$ cat src/include/sclg_pkg.sv
package sclg_pkg;

    // Timing
    localparam int unsigned SCLG_CLK_PERIOD_NS = 4;
    localparam int unsigned SCLG_STRAP_TIME_MS = 2;
    localparam int unsigned SCLG_NS_PER_MS = 1000000;
    localparam int unsigned SCLG_STRAP_CYCLES =
        (SCLG_STRAP_TIME_MS * SCLG_NS_PER_MS + SCLG_CLK_PERIOD_NS - 1) / SCLG_CLK_PERIOD_NS;
    localparam int unsigned SCLG_CNT_W = 20;

    // Register map, byte addresses
    localparam int unsigned SCLG_ADDR_W = 4;
    localparam logic [3:0] SCLG_CTRL_OFS = 4'h0;
    localparam logic [3:0] SCLG_STAT_OFS = 4'h4;

    // Control fields
    localparam int unsigned SCLG_CTRL_BUS_STOP_BIT = 0;
    localparam int unsigned SCLG_CTRL_MEM_STOP_BIT = 1;
    localparam logic [1:0] SCLG_CTRL_RST = 2'h0;

    // Status fields
    localparam int unsigned SCLG_STAT_FS_LSB = 0;
    localparam int unsigned SCLG_STAT_MODE_BIT = 4;
    localparam int unsigned SCLG_STAT_RUN_BIT = 5;
    localparam int unsigned SCLG_STAT_BUS_RUN_BIT = 6;
    localparam int unsigned SCLG_STAT_MEM_RUN_BIT = 7;

    // Strap vector positions
    localparam int unsigned SCLG_STRAP_A = 0;
    localparam int unsigned SCLG_STRAP_B = 1;
    localparam int unsigned SCLG_STRAP_C = 2;
    localparam int unsigned SCLG_STRAP_D = 3;
    localparam int unsigned SCLG_STRAP_MODE = 4;
    localparam logic [4:0] SCLG_STRAP_RST = 5'h00;

    typedef enum logic [3:0] {
        SCLG_ST_POWER  = 4'h1,
        SCLG_ST_SAMPLE = 4'h2,
        SCLG_ST_LATCH  = 4'h4,
        SCLG_ST_RUN    = 4'h8
    } sclg_state_t;

endpackage : sclg_pkg

$ cat src/core/sclg_top.sv
// Added by the designer: the register offsets and register access over Avalon-MM.
`timescale 1ns/1ps
module sclg_top #(
    parameter int unsigned STRAP_CYC = sclg_pkg::SCLG_STRAP_CYCLES,
    parameter int unsigned MEM_COPIES = 16,
    parameter int unsigned BUS_COPIES = 5
) (
    input wire logic clock_i,
    input wire logic rst_n_i,
    input wire logic supply_good_i,
    input wire logic ref_clk_lvl_i,
    input wire logic clk24_lvl_i,
    input wire logic clk48_lvl_i,
    input wire logic bus_clk_lvl_i,
    input wire logic memory_clock_in_i,
    input wire logic clk_stop_n_i,
    input wire logic freq_select_bit_a_i,
    output logic freq_select_bit_a_o,
    output logic freq_select_bit_a_oe_n_o,
    input wire logic freq_select_bit_b_i,
    output logic freq_select_bit_b_o,
    output logic freq_select_bit_b_oe_n_o,
    input wire logic freq_select_bit_c_i,
    output logic freq_select_bit_c_o,
    output logic freq_select_bit_c_oe_n_o,
    input wire logic freq_select_bit_d_i,
    output logic freq_select_bit_d_o,
    output logic freq_select_bit_d_oe_n_o,
    input wire logic mode_strap_i,
    output logic mode_strap_o,
    output logic mode_strap_oe_n_o,
    input wire logic reference_out_a_i,
    output logic reference_out_a_o,
    output logic reference_out_a_oe_n_o,
    output logic [BUS_COPIES-1:0] stoppable_bus_clocks_o,
    output logic [MEM_COPIES-1:0] gated_memory_clocks_o,
    output logic free_memory_clock_o,
    input wire logic [sclg_pkg::SCLG_ADDR_W-1:0] avs_address_i,
    input wire logic avs_read_i,
    input wire logic avs_write_i,
    input wire logic [31:0] avs_writedata_i,
    output logic [31:0] avs_readdata_o,
    output logic avs_waitrequest_o
);
    import sclg_pkg::*;

    sclg_state_t state_q;
    logic [SCLG_CNT_W-1:0] cnt_q;
    logic [4:0] straps_q;
    logic [4:0] pin_sample;
    logic run_q;
    logic [1:0] ctrl_q;
    logic bus_prev_q, bus_smp_q, bus_en_q;
    logic mem_prev_q, mem_smp_q, mem_en_q;
    logic bus_stop_req, bus_rise, bus_fall, mem_rise, mem_fall;
    logic req, wait_q;

    localparam logic [SCLG_CNT_W-1:0] CNT_LAST = SCLG_CNT_W'(STRAP_CYC - 1);

    assign pin_sample = {mode_strap_i, freq_select_bit_d_i, freq_select_bit_c_i,
                         freq_select_bit_b_i, freq_select_bit_a_i};

    // Power-up sequencer
    always_ff @(posedge clock_i) begin
        if (!rst_n_i) begin
            state_q <= SCLG_ST_POWER;
            cnt_q <= '0;
            run_q <= 1'b0;
        end else begin
            unique case (state_q)
                SCLG_ST_POWER: begin
                    cnt_q <= '0;
                    if (supply_good_i) begin
                        state_q <= SCLG_ST_SAMPLE;
                    end
                end
                SCLG_ST_SAMPLE: begin
                    cnt_q <= cnt_q + 1'b1;
                    if (cnt_q == CNT_LAST) begin
                        state_q <= SCLG_ST_LATCH;
                    end
                end
                SCLG_ST_LATCH: begin
                    state_q <= SCLG_ST_RUN;
                    run_q <= 1'b1;
                end
                SCLG_ST_RUN: begin
                    state_q <= SCLG_ST_RUN;
                end
            endcase
        end
    end

    // Straps are written only in the latch state; power-on reset alone clears them
    always_ff @(posedge clock_i) begin
        if (!rst_n_i) begin
            straps_q <= SCLG_STRAP_RST;
        end else if (state_q == SCLG_ST_LATCH) begin
            straps_q <= pin_sample;
        end
    end

    // Mode strap 0 turns the shared pin into the active-low bus stop input
    always_comb begin
        bus_stop_req = 1'b0;
        if (run_q && !straps_q[SCLG_STRAP_MODE]) begin
            bus_stop_req = !reference_out_a_i;
        end
        if (ctrl_q[SCLG_CTRL_BUS_STOP_BIT]) begin
            bus_stop_req = 1'b1;
        end
    end

    assign bus_rise = bus_clk_lvl_i && !bus_prev_q;
    assign bus_fall = !bus_clk_lvl_i && bus_prev_q;
    assign mem_rise = memory_clock_in_i && !mem_prev_q;
    assign mem_fall = !memory_clock_in_i && mem_prev_q;

    // Bus stop: sample on rise, switch the gate in the following low phase
    always_ff @(posedge clock_i) begin
        if (!rst_n_i) begin
            bus_prev_q <= 1'b0;
            bus_smp_q <= 1'b1;
            bus_en_q <= 1'b1;
        end else begin
            bus_prev_q <= bus_clk_lvl_i;
            if (bus_rise) begin
                bus_smp_q <= !bus_stop_req;
            end
            if (bus_fall) begin
                bus_en_q <= bus_smp_q;
            end
        end
    end

    // Global stop: memory gate changes only in a low phase, full cycles kept
    always_ff @(posedge clock_i) begin
        if (!rst_n_i) begin
            mem_prev_q <= 1'b0;
            mem_smp_q <= 1'b1;
            mem_en_q <= 1'b1;
        end else begin
            mem_prev_q <= memory_clock_in_i;
            if (mem_rise) begin
                mem_smp_q <= clk_stop_n_i && !ctrl_q[SCLG_CTRL_MEM_STOP_BIT];
            end
            if (mem_fall) begin
                mem_en_q <= mem_smp_q;
            end
        end
    end

    // Clock fanout
    always_ff @(posedge clock_i) begin
        if (!rst_n_i) begin
            stoppable_bus_clocks_o <= '0;
            gated_memory_clocks_o <= '0;
            free_memory_clock_o <= 1'b0;
        end else begin
            stoppable_bus_clocks_o <= {BUS_COPIES{bus_clk_lvl_i && bus_en_q}};
            gated_memory_clocks_o <= {MEM_COPIES{memory_clock_in_i && mem_en_q}};
            free_memory_clock_o <= memory_clock_in_i;
        end
    end

    // Dual-purpose pins: three-stated until the straps are latched
    always_ff @(posedge clock_i) begin
        if (!rst_n_i || !run_q) begin
            freq_select_bit_a_o <= 1'b0;
            freq_select_bit_b_o <= 1'b0;
            freq_select_bit_c_o <= 1'b0;
            freq_select_bit_d_o <= 1'b0;
            mode_strap_o <= 1'b0;
            freq_select_bit_a_oe_n_o <= 1'b1;
            freq_select_bit_b_oe_n_o <= 1'b1;
            freq_select_bit_c_oe_n_o <= 1'b1;
            freq_select_bit_d_oe_n_o <= 1'b1;
            mode_strap_oe_n_o <= 1'b1;
        end else begin
            freq_select_bit_a_o <= clk24_lvl_i;
            freq_select_bit_b_o <= clk48_lvl_i;
            freq_select_bit_c_o <= ref_clk_lvl_i;
            freq_select_bit_d_o <= bus_clk_lvl_i && bus_en_q;
            mode_strap_o <= bus_clk_lvl_i;
            freq_select_bit_a_oe_n_o <= 1'b0;
            freq_select_bit_b_oe_n_o <= 1'b0;
            freq_select_bit_c_oe_n_o <= 1'b0;
            freq_select_bit_d_oe_n_o <= 1'b0;
            mode_strap_oe_n_o <= 1'b0;
        end
    end

    // Shared reference/stop pin
    always_ff @(posedge clock_i) begin
        if (!rst_n_i || !run_q || !straps_q[SCLG_STRAP_MODE]) begin
            reference_out_a_o <= 1'b0;
            reference_out_a_oe_n_o <= 1'b1;
        end else begin
            reference_out_a_o <= ref_clk_lvl_i;
            reference_out_a_oe_n_o <= 1'b0;
        end
    end

    // Avalon slave: one wait cycle per access
    assign req = avs_read_i || avs_write_i;

    always_ff @(posedge clock_i) begin
        if (!rst_n_i) begin
            wait_q <= 1'b1;
        end else begin
            wait_q <= !(req && wait_q);
        end
    end

    assign avs_waitrequest_o = wait_q;

    always_ff @(posedge clock_i) begin
        if (!rst_n_i) begin
            ctrl_q <= SCLG_CTRL_RST;
        end else if (avs_write_i && !wait_q && avs_address_i == SCLG_CTRL_OFS) begin
            ctrl_q <= avs_writedata_i[1:0];
        end
    end

    always_ff @(posedge clock_i) begin
        if (!rst_n_i) begin
            avs_readdata_o <= '0;
        end else if (avs_read_i && wait_q) begin
            avs_readdata_o <= '0;
            if (avs_address_i == SCLG_CTRL_OFS) begin
                avs_readdata_o[1:0] <= ctrl_q;
            end else if (avs_address_i == SCLG_STAT_OFS) begin
                avs_readdata_o[SCLG_STAT_FS_LSB +: 4] <= straps_q[3:0];
                avs_readdata_o[SCLG_STAT_MODE_BIT] <= straps_q[SCLG_STRAP_MODE];
                avs_readdata_o[SCLG_STAT_RUN_BIT] <= run_q;
                avs_readdata_o[SCLG_STAT_BUS_RUN_BIT] <= bus_en_q;
                avs_readdata_o[SCLG_STAT_MEM_RUN_BIT] <= mem_en_q;
            end
        end
    end
endmodule : sclg_top

$ cat config.mk
export PLATFORM = sky130hd
export DESIGN_NAME = sclg_top
export DESIGN_NICKNAME = d
export VERILOG_FILES = /design/src/include/sclg_pkg.sv /design/src/core/sclg_top.sv
export SDC_FILE = /design/constraint.sdc
export NUM_CORES = 1
export LEC_CHECK = 0
export BUFFER_PORTS_ARGS = -buffer_cell sky130_fd_sc_hd__buf_2
export CAP_MARGIN = 20
export CORE_MARGIN = 8
export CORE_UTILIZATION = 40
export CTS_BUF_LIST = sky130_fd_sc_hd__clkbuf_4 sky130_fd_sc_hd__clkbuf_8
export CTS_CLUSTER_DIAMETER = 100
export CTS_CLUSTER_SIZE = 12
export DETAILED_ROUTE_END_ITERATION = 10
export HOLD_SLACK_MARGIN = 0.15
export PLACE_DENSITY = 0.71
export SYNTH_ARGS = -nofsm -noshare
export SYNTH_HDL_FRONTEND = slang
export SYNTH_SLANG_ARGS = --single-unit
$ cat constraint.sdc
create_clock -name clock_i -period 1.8 [get_ports clock_i]
set_input_delay 0.36 -clock clock_i [delete_from_list [all_inputs] [get_ports clock_i]]
set_output_delay 0.36 -clock clock_i [all_outputs]
set_load 0.05 [all_outputs]
======== Word level (Yosys, flattened, before mapping) ========
Index checks and enable logic that the tools add are counted.
operators by class
  $add $sub $neg .......................... 1
  equality and inequality tests ........... 8
  mux-type cells .......................... 11
  reductions and logical operators ........ 31
operators by type and width
  cell                     count
  $pmux W20 S2             1
  $add A20 B1 Y20 const B  1
  $eq A20 B19 Y1 const B   1
  $logic_and A1 B1 Y1      12
  $logic_not A1 Y1         12
  $pmux W4 S3              1
  $eq A4 B3 Y1 const B     2
  $mux W4                  2
  $mux W8                  1
  $mux W6                  1
  $eq A4 B1 Y1 const B     1
  $eq A4 B2 Y1 const B     1
  $eq A4 B4 Y1 const B     1
  $logic_not A4 Y1         1
  $mux W1                  4
  $ne A2 B2 Y1 const B     2
  $logic_or A1 B1 Y1       3
  $mux W2                  1
  $reduce_and A2 Y1        1
  $reduce_bool A2 Y1       1
  $reduce_or A2 Y1         1
storage, ports and cells
  register bits after elaboration ......... 57
  input bits .............................. 53
  output and inout port bits .............. 67

======== Depth between registers and ports, before layout ========
  depth after elaboration ................. 5
  depth in mapped cells ................... 6

======== Worst setup path after synthesis ========
Ideal clock, no wire load.
  kind .................................... register to register
  from .................................... reg state_q[3]
  to ...................................... reg cnt_q[16]
  setup time .............................. 0.072 ns
  arrival ................................. 1.750 ns
  setup slack ............................. -0.022 ns
  cell stages (with the launch flop) ...... 7
  buffers on the path ..................... 2
  period minus slack after synthesis ...... 1.822 ns
  cell sequence ........................... dfxtp_1 -> buf_2 -> or4b_4 -> or2_1 -> buf_2 -> nor4_1 -> mux2i_1
between the ends
  longest elaborated chain between the ends .. 2
  elaborated cells on any way between the ends .. 4
ends and longest elaborated chain
  element                                                    RTL line        RTL
  start: declaration                                         sclg_top.sv:47  sclg_state_t state_q;
  start signal: assignment                                   sclg_top.sv:66  state_q <= SCLG_ST_POWER;
  start signal: assignment                                   sclg_top.sv:74  state_q <= SCLG_ST_SAMPLE;
  start signal: assignment                                   sclg_top.sv:80  state_q <= SCLG_ST_LATCH;
  $eq A4 B2 Y1 / $eq A4 B1 Y1 (equally long branches)        sclg_top.sv:70  unique case (state_q)
  $pmux W20 S2 / $reduce_bool A2 Y1 (equally long branches)  -
  end signal: assignment                                     sclg_top.sv:78  cnt_q <= cnt_q + 1'b1;
  end: declaration                                           sclg_top.sv:48  logic [SCLG_CNT_W-1:0] cnt_q;
Parallel ways exist; a longest one is shown, timed or not.
A chain may end at the register's enable or synchronous reset.

======== Final worst setup path ========
  from .................................... reg state_q[3]
  to ...................................... reg cnt_q[11]
The elaborated chain is that of the path after synthesis.

==> impl_summary.log <==
INFO  metric cts_buffers = 9
INFO  metric final.setup_skew = 7.55 ps
INFO  metric synth_top_cells_by_count = dfxtp_1, buf_4, nand2_1
INFO  metric initial_utilization = 0.409
INFO  metric core_region_area = 6760 µm²
INFO  metric timing.critical_path.from_type = register
INFO  metric vias_after_detailed_routing = 2,199
INFO  metric htree_num_levels = 3
INFO  metric drtPass1Iterations = 4
INFO  metric die_y = 99.1 µm
INFO  metric finalWorstPathRequiredPeriod = 1780 ps
INFO  metric rsz0062_at_grt = yes
INFO  metric netlist_area = 2760 µm²
INFO  metric grt_start_max_net_pins = 26
INFO  metric initial_antenna_violation_count = 0
INFO  metric power_per_cell_area = 887 nW/µm²
INFO  metric post_drt_via_cell_ratio = 4.98
INFO  metric finalHoldWorstSlack = 221 ps
INFO  metric asyncSetResetFlopFracSynth = 0
INFO  metric tritoncts = built
INFO  metric worst-endpoint-arrival = 2000 ps
INFO  metric finalNonFillerCells = 442
INFO  metric cp_max_fo = 4
INFO  metric cts.reportedPaths.clkPinSlew = 70 ps
INFO  metric top_ff_cell_synth = dfxtp_1
INFO  metric drt_iter0_markers = 100
INFO  metric synth_top_area_share = 0.413
INFO  metric synth_sequential_area_ratio = 0.413
INFO  metric floorplan.rows = 30
INFO  metric wl_per_cell = 13.6 µm
INFO  metric total_die_area = 9820 µm²
INFO  metric setup.worst_path.class = register to register
INFO  metric groute.usage.overall = 0.121
INFO  metric fmaxAchievable = 562 MHz
INFO  metric clock_sink_count = 57
INFO  metric synth_top_cells_by_area = dfxtp_1, buf_4, mux2i_1
INFO  metric net_count_of_the_finished_layout = 411
INFO  metric route.antenna.remaining_nets = 0
INFO  metric placement.io_buffers = 65
INFO  metric power.ir.vdd_worst = 0.448 mV
INFO  metric cp.required = 2020 ps
INFO  metric syn_area_per_cell = 9.24 µm²
INFO  metric final_max_slew_viol_count = 0
INFO  metric detailedPlacementHpwl = 4390 µm
INFO  metric drive_above_1_share = 0.318
INFO  metric hold_viol = 0
INFO  metric clock_insertion_delay_worst_skew = 340 ps
INFO  metric leakage = 1.43 nW
INFO  metric timing.setup.tns = 0 ps
INFO  metric synthesis.instances = 299
INFO  metric globalRouteOverflowTotal = 0
INFO  metric antennaDiodeCount = 0
INFO  metric postLayoutCoreUtil = 0.483
INFO  metric cts_hold_repair.buffers = 0
INFO  metric ioPinCount = 120
INFO  metric synth_edf_count = 0
INFO  metric result_of_the_run = finished clean
INFO  metric critPathCaptureType = register
INFO  metric synth-warning-count = 0
INFO  metric synth_largest_area_cell = dfxtp_1
INFO  metric numPlacedInstances = 425
INFO  metric routed_wirelength = 6030 µm
INFO  metric master_cell_of_the_clock_root_buffer = clkbuf_8
INFO  metric first_global_vias = 2,161
INFO  metric areaGrowthSynthToFinish = 18.1%
INFO  metric yosys.cell_count.top_type = dfxtp_1
INFO  metric post_synth_num_cell_types = 43
INFO  metric grt_pass1_wl = 9630 µm
INFO  metric period_share = 0.988
INFO  metric die_w = 99.1 µm
INFO  metric drcViolationCount = 0
INFO  metric timing.hold.worst.class = input pin to register
INFO  metric gp_congestion = 0.818
INFO  metric yosys_register_bits = 57
INFO  metric cap_viol_max_count = 0
INFO  metric finalSetupViolations = 0
INFO  metric cts.path.max_buffers = 2
[worst max-delay path, cell delays in order, from the launching register on]
cell	delay (ps)
dfxtp_2	330
or4b_4	580
buf_8	160
nor4_4	340
nand3_1	130
mux2i_1	140
[routing by layer]
layer	up-vias	track usage	wire (µm)
li1	1090	-	-
met1	1033	0.132	2690
met2	67	0.195	2750
met3	9	0.0458	467
met4	0	0.0745	116
met5	-	0	0
[power by group]
group | internal (W) | switching, W | leakage [nW]
clock | 0.000638 | 0.000543 | 0.0994
sequential | 0.00128 | 0.0000144 | 0.462
combinational | 0.000100 | 0.000319 | 0.870
[cell usage in the layout (no fill, tap or decap), types with 4 or more instances in the layout]
| cell type | Yosys | layout |
|---|---|---|
| nor2_1 | 4 | 4 |
| nor4b_1 | 4 | 4 |
| clkbuf_8 | 0 | 9 |
| a22oi_1 | 6 | 6 |
| or3_1 | 5 | 5 |
| a21oi_1 | 4 | 4 |
| nand3_1 | 14 | 14 |
| a21boi_0 | 4 | 4 |
| nand2b_1 | 11 | 11 |
| nor2b_1 | 17 | 17 |
| nand2_1 | 24 | 24 |
| inv_1 | 4 | 4 |
| o21ai_0 | 4 | 4 |
| buf_2 | 4 | 65 |
| and3_1 | 7 | 7 |
| nor3_1 | 5 | 4 |
| o211ai_1 | 4 | 4 |
| mux2i_1 | 21 | 21 |
| buf_4 | 47 | 18 |
| conb_1 | 1 | 24 |
| dfxtp_1 | 57 | 56 |
| nand4_1 | 4 | 4 |
| and2_1 | 8 | 7 |
[timing repair]
| action | CTS | global route |
|---|---|---|
| gates resized for setup | 3 | 10 |
| pin swaps | 1 | 4 |
| setup buffers | 0 | 1 |
| setup endpoints to repair | 2 | 9 |
[cells by family (layout without fill, tap and decap cells)]
group,after synthesis,in the layout,synth area share
compound gates,32,32,0.0807
xor+xnor,3,3,0.00952
fa+ha+maj,1,1,0.00453
buf+inv,64,104,0.153
flops,57,57,0.413
mux,21,21,0.0761
other cells,1,24,0.00136
simple gates,120,120,0.262
[flip-flops by register name, indices dropped and copies added, names as in the netlist, 2 cells and up]
name / count
state_q: 4
cnt_q: 20
ctrl_q: 2
avs_readdata_o: 8
straps_q: 5
[path summary, 6_finish.rpt]
path | endpoint | slack, ps | depth (start not counted) | startpoint
setup / recovery | cnt_q[11] | 20 | 5 | state_q[3]
hold / removal | state_q[0] | 220 | 2 | supply_good_i
setup reg to reg | cnt_q[11] | 20 | 5 | state_q[3]
hold reg to reg | mem_en_q | 470 | 2 | mem_smp_q
[area by class of cell]
| cell class | instances | area (µm²) |
|---|---|---|
| Clock inverter | 7 | 70.1 |
| Multi-Input combinational cell | 201 | 1340 |
| Tap cell | 80 | 100 |
| Fill cell | 650 | 3490 |
| Timing Repair Buffer | 84 | 475 |
| Inverter | 4 | 15.0 |
| Clock buffer | 9 | 124 |
| Sequential cell | 57 | 1140 |
[per-stage QoR]
| step | worst slack, ps | instance area, µm² | power (W) |
|---|---|---|---|
| after global routing | -41.6 | 3260 | 0.00301 |
| after detailed placement | 4.89 | 3000 | 0.00173 |
| after floorplan | -22.0 | 2850 | 0.00170 |
| final | 21.4 | 3260 | 0.00289 |
| after global placement | 9.52 | 3000 | 0.00173 |
| after CTS | 2.60 | 3210 | 0.00292 |
Power figures use the tool's default switching activity.
